File: src/hdl/crf_pkg.sv
package crf_pkg;
   localparam int NUM_CH = 8;
   localparam int WORD_W = 16;
   // APB byte offsets
   localparam logic [7:0] ADDR_CTRL = 8'h00;
   localparam logic [7:0] ADDR_RESOL = 8'h04;
   localparam logic [7:0] ADDR_STATUS = 8'h08;
   localparam logic [7:0] ADDR_RECCNT = 8'h0C;
   localparam logic [7:0] ADDR_DROPCNT = 8'h10;
   // Control fields
   localparam int CTRL_CHEN_LSB = 0;
   localparam int CTRL_RANGE_BIT = 8;
   localparam int CTRL_STAMP_BIT = 9;
   localparam int CTRL_MODE_BIT = 10;
   localparam int CTRL_FILT_BIT = 11;
   localparam int CTRL_ACQ_BIT = 12;
   localparam logic [12:0] CTRL_RESET = 13'h00FF;
   localparam logic [15:0] RESOL_RESET = 16'h0013;
   // Status fields
   localparam int STAT_BUSY_BIT = 0;
   localparam int STAT_LEN_LSB = 4;
   // Header layout
   localparam logic [2:0] REC_TYPE_NORMAL = 3'b100;
   localparam logic [4:0] HDR_RESERVED = 5'h00;
   localparam logic [4:0] LIB_NONE = 5'h00;
   localparam logic [15:0] CNT_MAX = 16'hFFFF;
   localparam logic [3:0] CH_NONE = 4'h8;

   typedef enum logic [2:0] {
      ST_IDLE = 3'b000,
      ST_HEAD = 3'b001,
      ST_CHAN = 3'b010,
      ST_RANGE = 3'b011,
      ST_STU = 3'b100,
      ST_STL = 3'b101
   } crf_state_type;

   // First enabled channel at or above start; CH_NONE if none
   function automatic logic [3:0] first_ch(input logic [7:0] mask, input logic [3:0] start);
      logic [3:0] r;
      r = CH_NONE;
      for (int i = NUM_CH - 1; i >= 0; i--) begin
         if (mask[i] && (4'(i) >= start)) begin
            r = 4'(i);
         end
      end
      return r;
   endfunction

   // Record length in words
   function automatic logic [3:0] rec_len(input logic [7:0] mask, input logic rng, input logic stp);
      logic [3:0] n;
      n = 4'h1;
      for (int i = 0; i < NUM_CH; i++) begin
         n = n + {3'b000, mask[i]};
      end
      return n + {3'b000, rng} + {2'b00, stp, 1'b0};
   endfunction
endpackage

File: src/hdl/crf_count_bank.sv
module crf_count_bank (
   input wire logic pclk,
   input wire logic presetn,
   input wire logic run,
   input wire logic clear,
   input wire logic snap,
   input wire logic [7:0] pulse,
   input wire logic [7:0] in_fault,
   output logic [7:0][15:0] count_snap_q,
   output logic [7:0] ovf_snap_q,
   output logic [7:0] err_snap_q
);
   logic [7:0][15:0] acc_q, acc_d, count_snap_d;
   logic [7:0] ovf_q, ovf_d, err_q, err_d, ovf_snap_d, err_snap_d;

   always_comb begin
      acc_d = acc_q;
      ovf_d = ovf_q;
      err_d = err_q;
      count_snap_d = count_snap_q;
      ovf_snap_d = ovf_snap_q;
      err_snap_d = err_snap_q;
      if (snap) begin
         count_snap_d = acc_q;
         ovf_snap_d = ovf_q;
         err_snap_d = err_q;
      end
      for (int i = 0; i < 8; i++) begin
         if (clear || snap) begin
            acc_d[i] = '0;
            ovf_d[i] = 1'b0;
            err_d[i] = 1'b0;
         end
         if (run && !clear) begin
            if (pulse[i]) begin
               if (acc_d[i] == crf_pkg::CNT_MAX) begin
                  ovf_d[i] = 1'b1;
               end else begin
                  acc_d[i] = acc_d[i] + 16'h0001;
               end
            end
            if (in_fault[i]) begin
               err_d[i] = 1'b1;
            end
         end
      end
   end

   always_ff @(posedge pclk or negedge presetn) begin
      if (!presetn) begin
         acc_q <= '0;
         ovf_q <= '0;
         err_q <= '0;
         count_snap_q <= '0;
         ovf_snap_q <= '0;
         err_snap_q <= '0;
      end else begin
         acc_q <= acc_d;
         ovf_q <= ovf_d;
         err_q <= err_d;
         count_snap_q <= count_snap_d;
         ovf_snap_q <= ovf_snap_d;
         err_snap_q <= err_snap_d;
      end
   end
endmodule // crf_count_bank

File: src/hdl/crf_stamp_timer.sv
module crf_stamp_timer (
   input wire logic pclk,
   input wire logic presetn,
   input wire logic run,
   input wire logic clear,
   input wire logic time_mode,
   input wire logic [15:0] resol_div,
   input wire logic trig_taken,
   output logic [31:0] stamp_q
);
   logic [31:0] stamp_d;
   logic [15:0] pre_q, pre_d;

   always_comb begin
      stamp_d = stamp_q;
      pre_d = pre_q;
      if (clear) begin
         stamp_d = '0;
         pre_d = '0;
      end else if (run) begin
         if (time_mode) begin
            if (pre_q >= resol_div) begin
               pre_d = '0;
               stamp_d = stamp_q + 32'h0000_0001;
            end else begin
               pre_d = pre_q + 16'h0001;
            end
         end else if (trig_taken) begin
            stamp_d = stamp_q + 32'h0000_0001;
         end
      end
   end

   always_ff @(posedge pclk or negedge presetn) begin
      if (!presetn) begin
         stamp_q <= '0;
         pre_q <= '0;
      end else begin
         stamp_q <= stamp_d;
         pre_q <= pre_d;
      end
   end
endmodule // crf_stamp_timer

File: src/hdl/crf_formatter.sv
// Behaviour
// - One record per taken trigger, built of whole 16-bit words.
// - Header word first, then channel count words, then optional trailing words.
// - Count words in ascending channel order; disabled channels give no word.
// - Count words are unsigned 16-bit magnitudes, LSB at bit 0.
// - Count word equals counts gathered on that channel in the trigger period.
// - Header bits 15:13 hold record type 100 for a normal record.
// - Header bit 12 flags any overflow on an enabled channel, bit 11 any input fault on an enabled channel.
// - Header bits 10:6 are reserved and carry no meaning.
// - Header bit 5 set only on filter match with filtering enabled.
// - Header bits 4:0 hold match library number, zero otherwise.
// - Range word follows count words when range reporting is enabled.
// - Stamp is 32 bits, upper word sent before lower word.
// - Both stamp words left out when stamp reporting is off.
// - Time mode stamp counts resolution units from acquisition start.
// - Length is 1 plus channels plus range enable plus twice stamp enable.
// - Eight channels give at most 12 words, 9 without range and stamp.
// - Overflow means the count passed the accumulator maximum.
module crf_formatter (
   input wire logic pclk,
   input wire logic presetn,
   input wire logic psel,
   input wire logic penable,
   input wire logic pwrite,
   input wire logic [7:0] paddr,
   input wire logic [31:0] pwdata,
   output logic [31:0] prdata,
   output logic pready,
   output logic pslverr,
   input wire logic trigger,
   input wire logic [7:0] pulse,
   input wire logic [7:0] in_fault,
   input wire logic filter_match,
   input wire logic [4:0] filter_lib,
   output logic [15:0] rec_data,
   output logic rec_valid,
   output logic rec_last,
   input wire logic rec_ready
);
   logic [12:0] ctrl_q, ctrl_d;
   logic [15:0] resol_q, resol_d;
   logic [31:0] reccnt_q, reccnt_d;
   logic [31:0] dropcnt_q, dropcnt_d;
   logic [31:0] prdata_q, prdata_d;
   logic acq_q, acq_d;
   crf_pkg::crf_state_type st_q, st_d;
   logic [3:0] ch_q, ch_d;
   logic [15:0] data_q, data_d;
   logic last_q, last_d;
   logic [7:0] mask_q, mask_d;
   logic rng_q, rng_d;
   logic stp_q, stp_d;
   logic match_q, match_d;
   logic [4:0] lib_q, lib_d;
   logic [31:0] stamp_snap_q, stamp_snap_d;
   logic [7:0][15:0] cnt_snap;
   logic [7:0] ovf_snap;
   logic [7:0] err_snap;
   logic [31:0] stamp_now;
   logic wr_en;
   logic rd_en;
   logic mapped;
   logic acq_start;
   logic run;
   logic take;
   logic drop;
   logic adv;
   logic load;
   logic [3:0] len_now;
   logic [3:0] ch_first;
   logic [3:0] ch_next;
   logic [15:0] head_word;
   logic [15:0] range_word;
   logic overflow_flag;
   logic fault_flag;
   logic [4:0] hdr_lib;
   logic [15:0] stamp_upper_word;
   logic [15:0] stamp_lower_word;
   logic stamp_report_enable;

   // APB decode
   assign wr_en = psel && penable && pwrite;
   assign rd_en = psel && !penable && !pwrite;
   assign pready = 1'b1;
   always_comb begin
      unique case (paddr)
         crf_pkg::ADDR_CTRL, crf_pkg::ADDR_RESOL, crf_pkg::ADDR_STATUS,
         crf_pkg::ADDR_RECCNT, crf_pkg::ADDR_DROPCNT: mapped = 1'b1;
         default: mapped = 1'b0;
      endcase
   end
   assign pslverr = psel && penable && !mapped;
   assign prdata = prdata_q;

   // Register write
   always_comb begin
      ctrl_d = ctrl_q;
      resol_d = resol_q;
      if (wr_en && paddr == crf_pkg::ADDR_CTRL) begin
         ctrl_d = pwdata[12:0];
      end
      if (wr_en && paddr == crf_pkg::ADDR_RESOL) begin
         resol_d = pwdata[15:0];
      end
   end

   // Register read
   always_comb begin
      prdata_d = prdata_q;
      if (rd_en) begin
         unique case (paddr)
            crf_pkg::ADDR_CTRL: prdata_d = {19'h0_0000, ctrl_q};
            crf_pkg::ADDR_RESOL: prdata_d = {16'h0000, resol_q};
            crf_pkg::ADDR_STATUS: prdata_d = {24'h00_0000, len_now, 3'b000, rec_valid};
            crf_pkg::ADDR_RECCNT: prdata_d = reccnt_q;
            crf_pkg::ADDR_DROPCNT: prdata_d = dropcnt_q;
            default: prdata_d = 32'h0000_0000;
         endcase
      end
   end

   // Acquisition control
   assign run = ctrl_q[crf_pkg::CTRL_ACQ_BIT];
   assign acq_d = run;
   assign acq_start = run && !acq_q;
   assign take = run && trigger && (st_q == crf_pkg::ST_IDLE);
   assign drop = run && trigger && (st_q != crf_pkg::ST_IDLE);
   assign stamp_report_enable = ctrl_q[crf_pkg::CTRL_STAMP_BIT];
   assign len_now = crf_pkg::rec_len(ctrl_q[7:0], ctrl_q[crf_pkg::CTRL_RANGE_BIT],
                                     stamp_report_enable);

   crf_count_bank u_bank (
      .pclk(pclk),
      .presetn(presetn),
      .run(run),
      .clear(acq_start),
      .snap(take),
      .pulse(pulse),
      .in_fault(in_fault),
      .count_snap_q(cnt_snap),
      .ovf_snap_q(ovf_snap),
      .err_snap_q(err_snap)
   );

   crf_stamp_timer u_stamp (
      .pclk(pclk),
      .presetn(presetn),
      .run(run),
      .clear(acq_start),
      .time_mode(ctrl_q[crf_pkg::CTRL_MODE_BIT]),
      .resol_div(resol_q),
      .trig_taken(take),
      .stamp_q(stamp_now)
   );

   // Per-record snapshot of settings
   always_comb begin
      mask_d = mask_q;
      rng_d = rng_q;
      stp_d = stp_q;
      match_d = match_q;
      lib_d = lib_q;
      stamp_snap_d = stamp_snap_q;
      if (take) begin
         mask_d = ctrl_q[7:0];
         rng_d = ctrl_q[crf_pkg::CTRL_RANGE_BIT];
         stp_d = stamp_report_enable;
         match_d = filter_match && ctrl_q[crf_pkg::CTRL_FILT_BIT];
         lib_d = filter_lib;
         stamp_snap_d = stamp_now;
      end
   end

   // Header fields from this record's snapshot
   assign overflow_flag = |(ovf_snap & mask_q);
   assign fault_flag = |(err_snap & mask_q);
   assign hdr_lib = match_q ? lib_q : crf_pkg::LIB_NONE;
   assign stamp_upper_word = stamp_snap_q[31:16];
   assign stamp_lower_word = stamp_snap_q[15:0];

   // Header and range words
   always_comb begin
      head_word = {crf_pkg::REC_TYPE_NORMAL,
                   overflow_flag,
                   fault_flag,
                   crf_pkg::HDR_RESERVED,
                   match_q,
                   hdr_lib};
      range_word = {err_snap, ovf_snap};
   end

   // Word sequencer
   assign adv = rec_valid && rec_ready;
   assign ch_first = crf_pkg::first_ch(mask_q, 4'h0);
   assign ch_next = crf_pkg::first_ch(mask_q, ch_q + 4'h1);

   always_comb begin
      st_d = st_q;
      ch_d = ch_q;
      load = 1'b0;
      unique case (st_q)
         crf_pkg::ST_IDLE: begin
            if (take) begin
               st_d = crf_pkg::ST_HEAD;
            end
         end
         crf_pkg::ST_HEAD: begin
            if (adv) begin
               ch_d = ch_first;
            end
         end
         crf_pkg::ST_CHAN: begin
            if (adv) begin
               ch_d = ch_next;
            end
         end
         crf_pkg::ST_RANGE, crf_pkg::ST_STU, crf_pkg::ST_STL: begin
         end
         default: begin
            st_d = crf_pkg::ST_IDLE;
         end
      endcase
      if (adv) begin
         load = 1'b1;
         if (st_q == crf_pkg::ST_STL || rec_last) begin
            st_d = crf_pkg::ST_IDLE;
         end else if ((st_q == crf_pkg::ST_HEAD || st_q == crf_pkg::ST_CHAN)
                      && ch_d != crf_pkg::CH_NONE) begin
            st_d = crf_pkg::ST_CHAN;
         end else if ((st_q == crf_pkg::ST_HEAD || st_q == crf_pkg::ST_CHAN) && rng_q) begin
            st_d = crf_pkg::ST_RANGE;
         end else if (st_q == crf_pkg::ST_STU) begin
            st_d = crf_pkg::ST_STL;
         end else begin
            st_d = crf_pkg::ST_STU;
         end
      end
   end

   // Output word for the next state
   always_comb begin
      data_d = data_q;
      last_d = last_q;
      if (st_q == crf_pkg::ST_IDLE && take) begin
         last_d = 1'b0;
      end
      if (load || st_q == crf_pkg::ST_IDLE) begin
         unique case (st_d)
            crf_pkg::ST_HEAD: data_d = head_word;
            crf_pkg::ST_CHAN: data_d = cnt_snap[ch_d[2:0]];
            crf_pkg::ST_RANGE: data_d = range_word;
            crf_pkg::ST_STU: data_d = stamp_upper_word;
            crf_pkg::ST_STL: data_d = stamp_lower_word;
            default: data_d = 16'h0000;
         endcase
      end
      if (load) begin
         unique case (st_d)
            crf_pkg::ST_CHAN: last_d = !rng_q && !stp_q
                                       && crf_pkg::first_ch(mask_q, ch_d + 4'h1) == crf_pkg::CH_NONE;
            crf_pkg::ST_RANGE: last_d = !stp_q;
            crf_pkg::ST_STL: last_d = 1'b1;
            default: last_d = 1'b0;
         endcase
      end
   end

   // Header-only record when nothing follows
   logic head_last;
   assign head_last = (mask_q == 8'h00) && !rng_q && !stp_q;

   assign rec_valid = (st_q != crf_pkg::ST_IDLE);
   // Header read live so it carries the snapshot of its own trigger
   always_comb begin
      rec_data = data_q;
      if (st_q == crf_pkg::ST_HEAD) begin
         rec_data = head_word;
      end
   end
   assign rec_last = rec_valid && (last_q || (st_q == crf_pkg::ST_HEAD && head_last));

   // Record counters
   always_comb begin
      reccnt_d = reccnt_q;
      dropcnt_d = dropcnt_q;
      if (acq_start) begin
         reccnt_d = '0;
         dropcnt_d = '0;
      end else begin
         if (adv && rec_last) begin
            reccnt_d = reccnt_q + 32'h0000_0001;
         end
         if (drop) begin
            dropcnt_d = dropcnt_q + 32'h0000_0001;
         end
      end
   end

   // Register file state
   always_ff @(posedge pclk or negedge presetn) begin
      if (!presetn) begin
         ctrl_q <= crf_pkg::CTRL_RESET;
         resol_q <= crf_pkg::RESOL_RESET;
         reccnt_q <= '0;
         dropcnt_q <= '0;
         prdata_q <= '0;
         acq_q <= 1'b0;
      end else begin
         ctrl_q <= ctrl_d;
         resol_q <= resol_d;
         reccnt_q <= reccnt_d;
         dropcnt_q <= dropcnt_d;
         prdata_q <= prdata_d;
         acq_q <= acq_d;
      end
   end

   // Record state
   always_ff @(posedge pclk or negedge presetn) begin
      if (!presetn) begin
         st_q <= crf_pkg::ST_IDLE;
         ch_q <= '0;
         data_q <= '0;
         last_q <= 1'b0;
         mask_q <= '0;
         rng_q <= 1'b0;
         stp_q <= 1'b0;
         match_q <= 1'b0;
         lib_q <= '0;
         stamp_snap_q <= '0;
      end else begin
         st_q <= st_d;
         ch_q <= ch_d;
         data_q <= data_d;
         last_q <= last_d;
         mask_q <= mask_d;
         rng_q <= rng_d;
         stp_q <= stp_d;
         match_q <= match_d;
         lib_q <= lib_d;
         stamp_snap_q <= stamp_snap_d;
      end
   end
endmodule // crf_formatter

File: config.mk
export PLATFORM = sky130hd
export DESIGN_NAME = crf_formatter
export DESIGN_NICKNAME = d
export VERILOG_FILES = /design/src/hdl/crf_pkg.sv /design/src/hdl/crf_count_bank.sv /design/src/hdl/crf_stamp_timer.sv /design/src/hdl/crf_formatter.sv
export SDC_FILE = /design/constraint.sdc
export NUM_CORES = 1
export LEC_CHECK = 0
export ABC_AREA = 1
export BUFFER_PORTS_ARGS = -buffer_cell sky130_fd_sc_hd__buf_2
export CAP_MARGIN = 25
export CORE_AREA = 2 2 288 290
export DETAILED_ROUTE_END_ITERATION = 8
export DIE_AREA = 0 0 290 292
export GPL_TIMING_DRIVEN = 0
export HOLD_SLACK_MARGIN = 0.1
export PLACE_DENSITY_LB_ADDON = 0.1
export SYNTH_ARGS = -nofsm -noshare
export SYNTH_HDL_FRONTEND = slang
export SYNTH_SLANG_ARGS = --single-unit
File: constraint.sdc
create_clock -name pclk -period 7 [get_ports pclk]
set_input_delay 0.7 -clock pclk [delete_from_list [all_inputs] [get_ports pclk]]
set_output_delay 0.7 -clock pclk [all_outputs]
set_load 0.01 [all_outputs]
# After elaboration in Yosys (flattened, before gate mapping)
# Index checks and enable logic that the tools add are counted.
word_totals:
  register_bits: 534
  inputBits: 69
  elab_cells: 323
op_classes:
  n_addsub: 24
  n_lt_le_gt_ge: 18
  eq_ne: 25
  n_mux: 148
  bitwise: 2
  n_reduce_logical: 68
op_table:
  columns: ["operator", "n"]
  rows:
  - ["two-way mux 16 bit", 38]
  - ["two-way mux 32 bit", 9]
  - ["one-hot mux 32 bit (5 select lines)", 1]
  - ["adder 16 x 1 -> 16 bit (second input constant)", 9]
  - ["== test 16 bit (second input constant)", 8]
  - ["two-way mux 4 bit", 28]
  - ["adder 32 x 1 -> 32 bit (second input constant)", 3]
  - ["one-hot mux 16 bit (5 select lines)", 1]
  - ["two-way mux 1 bit", 61]
  - ["binary-select mux 16 bit (select 3 bit)", 1]
  - ["logical AND 1 bit", 40]
  - ["greater-or-equal comparator 3 x 4 -> 1 bit (first input constant)", 8]
  - ["adder 4 x 1 -> 4 bit", 6]
  - ["bitwise AND 8 bit", 2]
  - ["== test 8 x 4 -> 1 bit (second input constant)", 2]
  - ["greater-or-equal comparator 1 x 4 -> 1 bit (first input constant)", 4]
  - ["greater-or-equal comparator 16 bit", 1]
  - ["greater-or-equal comparator 2 x 4 -> 1 bit (first input constant)", 4]
  - ["zero test 8 bit", 2]
  - ["OR reduction 8 bit", 2]
  - ["two-way mux 3 bit", 5]
  - ["== test 3 x 2 -> 1 bit (second input constant)", 4]
  - ["== test 3 bit (second input constant)", 4]
  - ["nonzero test 2 bit", 5]
  - ["other kinds (23)", 37]

# Depth between registers and ports, before layout
# Gate-level depths: netlist of the first run.
depth:
  depth_word: 30
  depth_mapped: 33
  depth_no_buf: 31

# Cells and area by module
# Synthesis of the first run repeated with hierarchy kept, for this count alone.
hier_totals:
  cells_unflattened: 4145
  area_unflattened_um2: 29998.8
by_module_without_submodules:
  columns: ["mod", "n_inst", "cells_each", "area_each_um2", "seq_area_each_um2"]
  rows:
  - ["crf_count_bank", 1, 1791, 13958.4, 7206.9]
  - ["crf_formatter", 1, 1753, 12354.3, 4968.5]
  - ["crf_stamp_timer", 1, 601, 3686.0, 1201.2]

# Worst setup path before layout of the first run
# No wires, ideal clock.
synth_timing:
  kind: "input -> register"
  startpoint: "input trigger"
  endpoint: "register u_bank.acc_q[111] in the netlist's numbering"
  setup_ns: 0.118
  arrival_time_ns: 3.432
  required_ns: 6.882
  slack_ns: 3.450
  stages: 22
  path_buffers: 6
  path_cell_list: "nand2_1 inv_1 nand2_4 nand2_4 buf_8 buf_6 buf_8 buf_4 buf_2 clkbuf_1 nor2_1 ha_1 nand3_1 nor2_1 nand2_1 nor2_1 a21oi_4 inv_2 nor4_4 nand4_1 xor2_1 inv_1"
synth_rtl:
  columns: ["item", "line_no", "text"]
  rows:
  - ["start: declaration", "crf_formatter.sv:30", "input wire logic trigger,"]
  - ["end signal: assignment", "crf_count_bank.sv:51", "acc_q <= '0;"]
  - ["end signal: assignment", "crf_count_bank.sv:58", "acc_q <= acc_d;"]
  - ["end: declaration", "crf_count_bank.sv:13", "logic [7:0][15:0] acc_q, acc_d, count_snap_d;"]

==> run summary, run 1 <==
==================================================================================
Setup CP Type                                                           reg -> reg
Run status                                                            complete, no violations
Final setup vio count                                                            0
Synthesized-area fraction occupied by and/or/nand/nor cells                  26.8%
Detailed Route WL                                                        97,000 µm
Net count after synthesis                                                    3,712
Via/cell ratio                                                                4.97
Highest ir drop seen on vdd                                               0.158 mV
Synthesis-stage register bit count                                             534
Arrival @ worst endpoint                                                   5.65 ns
Startpoint type of the worst setup path                                   register
Share of final-layout standard cells stronger than drive strength 1          10.5%
Number of antenna violations at the first check in global routing                4
Net count of the finished layout                                             3,896
FMAX                                                                       196 MHz
Number of instances in the synthesized netlist                               3,596
Combinational family with the most area after synthesis               simple AND/OR/NAND/NOR gates
Yosys top cell area share                                                    46.1%
H-tree depth                                                                     3
Most used standard cell by instance count after synthesis             sky130_fd_sc_hd__nand2_1
Worst slew margin                                                            28.3%
DRC Markers                                                                      0
Synth cell types                                                                63
Worst path slowest cell                                               sky130_fd_sc_hd__dfrtp_1
FILL cells                                                                   8,518
CP Capture Type                                                           register
Count of final hold-check violations                                             0
Post_cts resized                                                                 0
Adder and majority gate portion of the synthesized area                      2.20%
Final global-route overflow total                                                0
Hold/Removal Path Class                                                  in -> reg
RSZ-0062 raised after global routing                                            no
Sequential cell area                                                    13,400 µm²
Fraction of synthesized cell area in xor and xnor cells                      4.63%
Total clock sinks                                                              534
Area of the die                                                         84,700 µm²
Largest clock skew in the final design                                   0.0192 ns
Input/output buffers                                                           103
Overall global routing resource usage                                        22.9%
Reg2reg setup slack                                                        1.89 ns
Pwr per Cell Area                                                       282 nW/µm²
Syn-to-layout area delta                                                     15.5%
Most frequent cells after synthesis                                   sky130_fd_sc_hd__nand2_1 (914), sky130_fd_sc_hd__dfrtp_1 (523), sky130_fd_sc_hd__inv_1 (507), sky130_fd_sc_hd__nor2_1 (297), sky130_fd_sc_hd__o21ai_0 (294)
Clock slew seen by the registers of the worst setup and hold paths         0.06 ns
Cell-by-cell trace of the critical path                               inv_2 > nand2_2 > nor2_4 > nand2_4 > nand2_4 > buf_8 > buf_6 > buf_8 > buf_4 > buf_2 > clkbuf_1 > buf_8 > nor2_1 > ha_1 > nand3_1 > inv_1 > nand4_1 > nor3_1 > nand3_1 > nand2_2 > nor2_4 > nand4_2 > nor2_1 > xor2_1
Setup Slack @ Placement                                                    1.78 ns
Compound-cell area share of the yosys netlist                                9.76%
Pin count of the biggest net entering global routing                           113
Wire length per cell                                                       19.8 µm
Fraction of registers with async set or reset after synthesis                 100%
Via count of the routed design                                              24,367
Buffers from clock root to sink, at most                                         3
Final worst path period share                                                73.0%
Remaining antenna violation count                                                0
Initial standard-cell utilization of the core                                34.8%
Portion of netlist area occupied by mux cells                               0.159%
Required time of the critical path                                         7.54 ns
Placement row count                                                            105
Core area                                                               81,600 µm²
Primary flip-flop cell chosen by synthesis mapping                    sky130_fd_sc_hd__dfrtp_1
CTS buffer count                                                                69
Final setup TNS                                                               0 ns
Count of yosys warnings during synthesis                                         0
Number of DRC violations after detailed-routing iteration 0                  1,887
Cell Area, Synth                                                        28,400 µm²
Die span in y                                                               292 µm
Worst slew pin tran                                                        1.07 ns
Root cell of the clock tree                                           sky130_fd_sc_hd__clkbuf_16
Wire length of the first global-routing pass                            148,000 µm
Synthesized area divided by synthesized cell count                        7.89 µm²
Max FO, Critical Path                                                           10
Slew Limit Fails                                                                 0
Detailed Place HPWL                                                      73,100 µm
Count of max-cap constraint violations                                           0
Number of flops mapped to enable cells by yosys                                  0
Total inserted antenna cells                                                     0
First-pass detailed-route iteration total                                        6
Overall power of the completed layout                                      9230 µW
CTS tree                                                                     built
Routability congestion estimate                                              0.947
Clock period minus final worst setup slack                                 5.11 ns
Cell accounting for the most synthesized area                         sky130_fd_sc_hd__dfrtp_1
Number of top-level pins                                                       121
Leakage power of the design                                              0.0152 µW
Final worst-path setup slack                                               1.89 ns
Clock latency reported for the late side of the worst-skew pair            0.63 ns
Cell occurring most often along the worst timing path                 sky130_fd_sc_hd__buf_8
Post-CTS Setup Repair Bufs                                                       0
Number of global-route vias before repair                                   23,822
Die boundary width                                                          290 µm
Delay of the slowest critical-path stage                                   0.44 ns
Sequential area share after synthesis                                        47.1%
Top area cells in the synthesized netlist                             sky130_fd_sc_hd__dfrtp_1 (46%), sky130_fd_sc_hd__nand2_1 (12%), sky130_fd_sc_hd__inv_1 (6.7%)
Area of the multi-input gates                                           12,400 µm²
==================================================================================
[logic make-up (layout without fill, tap and decap cells)]
logic type / Yosys count / after routing
mux: 4 / 4
buf+inv: 670 / 911
other cells: 1 / 1
xor+xnor: 150 / 150
fa+ha+maj: 47 / 47
compound gates: 492 / 492
simple gates: 1698 / 1698
flops: 534 / 534
[power breakdown]
part           switching [µW]  total (µW)  internal [µW]
Sequential                165        3440           3270
Combinational            1560        2150            581
Clock                    1490        3640           2150
[worst max-delay path, delay by kind of cell (launching register included)]
| family | cells | cell delay (ns) |
|---|---|---|
| XOR/XNOR | 1 | 0.16 |
| adder cells (fa/ha/maj) | 1 | 0.21 |
| AND/OR/NAND/NOR | 13 | 1.89 |
| buffers and inverters | 9 | 2.29 |
| flip-flops | 1 | 0.44 |
[layout by cell type, fill, tap and decap left out, types with 6 or more instances in the layout]
cell type / instances
sky130_fd_sc_hd__o211ai_1: 11
sky130_fd_sc_hd__buf_4: 6
sky130_fd_sc_hd__nand3_1: 218
sky130_fd_sc_hd__clkinv_2: 12
sky130_fd_sc_hd__o21ai_0: 294
sky130_fd_sc_hd__nand2_4: 7
sky130_fd_sc_hd__nand2_1: 914
sky130_fd_sc_hd__nor4_2: 7
sky130_fd_sc_hd__clkbuf_8: 15
sky130_fd_sc_hd__ha_1: 42
sky130_fd_sc_hd__o31ai_1: 17
sky130_fd_sc_hd__nor3_2: 9
sky130_fd_sc_hd__nor2_4: 13
sky130_fd_sc_hd__nand2_2: 19
sky130_fd_sc_hd__xnor2_1: 21
sky130_fd_sc_hd__nor4_4: 6
sky130_fd_sc_hd__inv_1: 507
sky130_fd_sc_hd__dfstp_2: 11
sky130_fd_sc_hd__a21oi_1: 73
sky130_fd_sc_hd__nor3_1: 69
sky130_fd_sc_hd__a221oi_1: 18
sky130_fd_sc_hd__clkbuf_1: 104
sky130_fd_sc_hd__buf_8: 6
sky130_fd_sc_hd__nor4_1: 44
sky130_fd_sc_hd__clkbuf_16: 69
sky130_fd_sc_hd__inv_2: 28
sky130_fd_sc_hd__dfrtp_1: 523
sky130_fd_sc_hd__buf_2: 123
sky130_fd_sc_hd__buf_6: 8
sky130_fd_sc_hd__nor2_2: 18
sky130_fd_sc_hd__nor2_1: 297
sky130_fd_sc_hd__o32ai_1: 6
sky130_fd_sc_hd__nand4_1: 47
sky130_fd_sc_hd__o21ai_1: 6
sky130_fd_sc_hd__xor2_1: 129
sky130_fd_sc_hd__o22ai_1: 40
[sequential cells by signal (all words and copies together) (netlist names), 3 cells and up]
| signal | count |
|---|---|
| data_q | 16 |
| u_stamp.stamp_q | 32 |
| u_bank.ovf_q | 8 |
| u_bank.ovf_snap_q | 8 |
| lib_q | 5 |
| u_bank.err_snap_q | 8 |
| u_bank.count_snap_q | 128 |
| reccnt_q | 32 |
| u_stamp.pre_q | 16 |
| prdata | 32 |
| dropcnt_q | 32 |
| u_bank.acc_q | 128 |
| ch_q | 4 |
| u_bank.err_q | 8 |
| stamp_snap_q | 32 |
| ctrl_q | 13 |
| mask_q | 8 |
| st_q | 3 |
| resol_q | 16 |
[per-layer routing]
layer	track usage, %	share of wire (%)	up-vias	wire length, µm
met1	32.1	47	11739	45700
met2	36.8	46	583	44400
met3	3.25	4.4	139	4290
li1	-	-	11906	-
met5	0	0	-	0
met4	6.80	2.7	0	2650
[per-stage QoR]
step / instance area [µm²] / utilization [%] / cells / hold slack (ns)
floorplan: 28400 / - / 3596 / 0.404
global placement: 30200 / 37.1 / 4769 / 0.459
detailed placement: 30400 / 37.3 / 4778 / 0.463
CTS: 32800 / 40.2 / 4907 / 0.251
global route: 32800 / 40.2 / 4907 / 0.276
finish: 32800 / 40.2 / 4907 / 0.275
[area by class of cell]
| cell class | count | area share [%] |
|---|---|---|
| buffer | 131 | 1.89 |
| sequential | 534 | 40.8 |
| clock inverter | 29 | 1.00 |
| inverter | 539 | 6.19 |
| clock buffer | 99 | 6.07 |
| multi-input combinational | 2392 | 37.7 |
| timing repair buffer | 113 | 2.21 |
| tap | 1070 | 4.09 |
[timing repair]
action	in CTS	in global routing
hold buffers	1	0
endpoints found under the hold margin	32	0
endpoints found under the setup margin	0	0
[worst paths after layout]
path | cells past startpoint | to | from
setup / recovery | 24 | u_bank.acc_q[127] | st_q[1]
hold / removal | 3 | lib_q[0] | filter_lib[0]
setup reg to reg | 24 | u_bank.acc_q[127] | st_q[1]
hold reg to reg | 2 | data_q[15] | data_q[15]
max in group asynchronous | 4 | prdata[8] | presetn
min in group asynchronous | 2 | data_q[9] | presetn
No activity file was read; power rests on OpenSTA's default activity.
==> inputs of run 2 (changes only) <==
==> constraint.sdc (replaced) <==
create_clock -name pclk -period 4.5 [get_ports pclk]
set_input_delay 0.45 -clock pclk [delete_from_list [all_inputs] [get_ports pclk]]
set_output_delay 0.45 -clock pclk [all_outputs]
set_load 0.01 [all_outputs]
==> run summary, run 2 (synthesis results as in run 1) <==
==================================================================================
Routability congestion estimate                                              0.947   unchanged
Cell area after placement                                               30,400 µm²   unchanged
Number of top-level pins                                                       121   unchanged
Number of buffers and inverters on the critical path                             8   -1
Final worst path period share                                                92.5%   +20 points
Critical R2R Capture                                                    data_q[14]
Worst hold path stage count                                                      3   unchanged
Overall global routing resource usage                                        22.9%   +0.046 points
Run status                                                            complete, no violations
Area of the die                                                         84,700 µm²   unchanged
Number of global-route vias before repair                                   23,907   +0.36%
Total inserted antenna cells                                                     0   unchanged
RSZ-0062 raised after global routing                                            no
Root cell of the clock tree                                           sky130_fd_sc_hd__clkbuf_16
Core area                                                               81,600 µm²   unchanged
Pin count of the biggest net entering global routing                           113   unchanged
Largest clock skew in the final design                                   0.0187 ns   -0.000502 ns
Max FO, Critical Path                                                           16   +6
Met3 Routed Length                                                         4360 µm   +1.7%
Number of DRC violations after detailed-routing iteration 0                  1,906   +1.0%
Remaining antenna violation count                                                0   unchanged
Clock slew seen by the registers of the worst setup and hold paths         0.06 ns   about the same
Total clock sinks                                                              534   unchanged
Largest registers ranked by flip-flop count                           u_bank.acc_q: 128 flops, u_bank.count_snap_q: 128 flops
Cell occurring most often along the worst timing path                 sky130_fd_sc_hd__nand2_1
Top metal layer carrying routed signals                                       met4
Setup CP Type                                                           reg -> reg
Most common cell after layout, fill and taps aside                    sky130_fd_sc_hd__nand2_1
Die boundary width                                                          290 µm   unchanged
DRC Markers                                                                      0   unchanged
CTS buffer count                                                                69   unchanged
Number of antenna violations at the first check in global routing                5   +1
Sum of met2 wire segment lengths after detailed routing                  44,300 µm   -0.21%
Syn-to-layout area delta                                                     16.1%
Clock period minus final worst setup slack                                 4.16 ns   -0.943 ns
Final setup vio count                                                            0   unchanged
Beginning of the worst hold path                                         pwdata[1]
Highest ir drop seen on vdd                                               0.245 mV   +55%
Cell count of the worst reg-to-reg path                                         24   unchanged
Pwr per Cell Area                                                       436 nW/µm²   +55%
Arrival @ worst endpoint                                                   4.72 ns   -0.93 ns
Clock latency reported for the late side of the worst-skew pair            0.63 ns   about the same
Worst path slowest cell                                               sky130_fd_sc_hd__clkinvlp_4
Wire length of the first global-routing pass                            148,000 µm   +0.22%
Share of final-layout standard cells stronger than drive strength 1          10.5%   about the same
Final global-route overflow total                                                0   unchanged
Required time of the critical path                                         5.06 ns   -2.48 ns
Slew Limit Fails                                                                 0   unchanged
Net count of the finished layout                                             3,912   +0.41%
CTS tree                                                                     built
Final design instance area without fill                                 33,000 µm²   +0.58%
Count of final hold-check violations                                             0   unchanged
Post-layout utilization of the core                                          40.4%   +0.23 points
Worst reg2reg startpoint                                                   st_q[1]
Cell-by-cell trace of the critical path                               inv_2 > nand2_2 > nor2_4 > buf_4 > nor2_4 > nand2_1 > inv_1 > o21ai_2 > clkinvlp_4 > ha_1 > inv_1 > a21oi_1 > nand2_1 > nand2_2 > nand2_2 > nand2_4 > inv_6 > nand2_2 > inv_2 > buf_6 > nand2_1 > nand4_1 > nand2_1 > nand2_1
Die span in y                                                               292 µm   unchanged
Family of cells with the greatest summed delay on the critical path   simple AND/OR/NAND/NOR gates
Via count of the routed design                                              24,358   -0.037%
Buffers from clock root to sink, at most                                         3   unchanged
Detailed Place HPWL                                                      73,100 µm   unchanged
Initial standard-cell utilization of the core                                34.8%   unchanged
Wire length per cell                                                       19.7 µm   -0.52%
Placement row count                                                            105   unchanged
Endpoint of the worst hold path                                          ctrl_q[1]
Via/cell ratio                                                                4.95   -0.36%
Hold/Removal Path Class                                                  in -> reg
Startpoint type of the worst setup path                                   register
CP Capture Type                                                           register
Detailed Route WL                                                        96,800 µm   -0.19%
FMAX                                                                       240 MHz   +23%
Input/output buffers                                                           103   unchanged
Leakage power of the design                                              0.0153 µW   +0.48%
Met1 routed wirelength after detailed routing                            45,500 µm   -0.38%
Commonest cells after routing, fill and taps aside                    sky130_fd_sc_hd__nand2_1 (914), sky130_fd_sc_hd__dfrtp_1 (523), sky130_fd_sc_hd__inv_1 (506)
Count of max-cap constraint violations                                           0   unchanged
Worst slew pin tran                                                        1.04 ns   -0.0399 ns
Worst slew margin                                                            31.0%   +2.7 points
First-pass detailed-route iteration total                                        6   unchanged
Hold WS                                                                   0.126 ns   -0.150 ns
H-tree depth                                                                     3   unchanged
Reg2reg setup slack                                                        0.34 ns   -1.56 ns
Delay of the slowest critical-path stage                                   0.49 ns   +0.05 ns
==================================================================================
## run 2: tightest hold or removal path, cell delays in order
cell	delay, ns
sky130_fd_sc_hd__buf_2	0.10
sky130_fd_sc_hd__inv_1	0.09
sky130_fd_sc_hd__o21ai_0	0.09
## run 2: worst max path at each step
stage / cells past startpoint / start / end / slack [ns]
2_1_floorplan: 23 / st_q[0] / u_bank.acc_q[111] / 1.07
3_3_place_gp: 1 / presetn / u_stamp.pre_q[13] / -9.02
3_5_place_dp: 24 / st_q[1] / u_bank.acc_q[125] / -0.69
4_1_cts: 24 / st_q[1] / u_bank.acc_q[89] / 0.02
5_1_grt: 27 / ch_q[0] / data_q[3] / 0.06
6_report: 24 / st_q[1] / data_q[14] / 0.34
## run 2: cell type report
| type | instances | area, µm² |
|---|---|---|
| Fill cell | 8496 | 48600 |
| Sequential cell | 534 | 13400 |
| Multi-Input combinational cell | 2392 | 12400 |
| Inverter | 539 | 2030 |
| Clock buffer | 99 | 1990 |
| Tap cell | 1070 | 1340 |
| Timing Repair Buffer | 132 | 911 |
| Buffer | 128 | 623 |
| Clock inverter | 29 | 328 |
## run 2: timing repair
item,CTS,global route
gates resized for setup,4,2
buffers inserted,2,0
endpoints found under the hold margin,49,0
setup endpoints to repair,78,34
hold buffers,18,0
cloned,0,0
pin swaps,2,0
## run 2: power breakdown
group	internal (µW)	switching [µW]	leakage, µW
clock network	3350	2310	0.00114
logic	922	2440	0.00694
registers	5090	256	0.00724
## run 2: stage by stage
step | worst slack (ns) | TNS (ns) | instances | power [µW]
floorplan | 1.07 | 0 | 3596 | 7440
global placement | -9.02 | -4799.48 | 4769 | 8740
detailed placement | -0.685 | -24.38 | 4778 | 8750
CTS | 0.0246 | 0 | 4925 | 14500
global route | 0.0617 | 0 | 4923 | 15100
finish | 0.336 | 0 | 4923 | 14400
## run 2: per-layer routing
layer / up-vias / GRT usage, %
met2: 574 / 36.9
met5: - / 0
met1: 11714 / 32.1
met3: 135 / 3.20
met4: 0 / 6.87
li1: 11935 / -
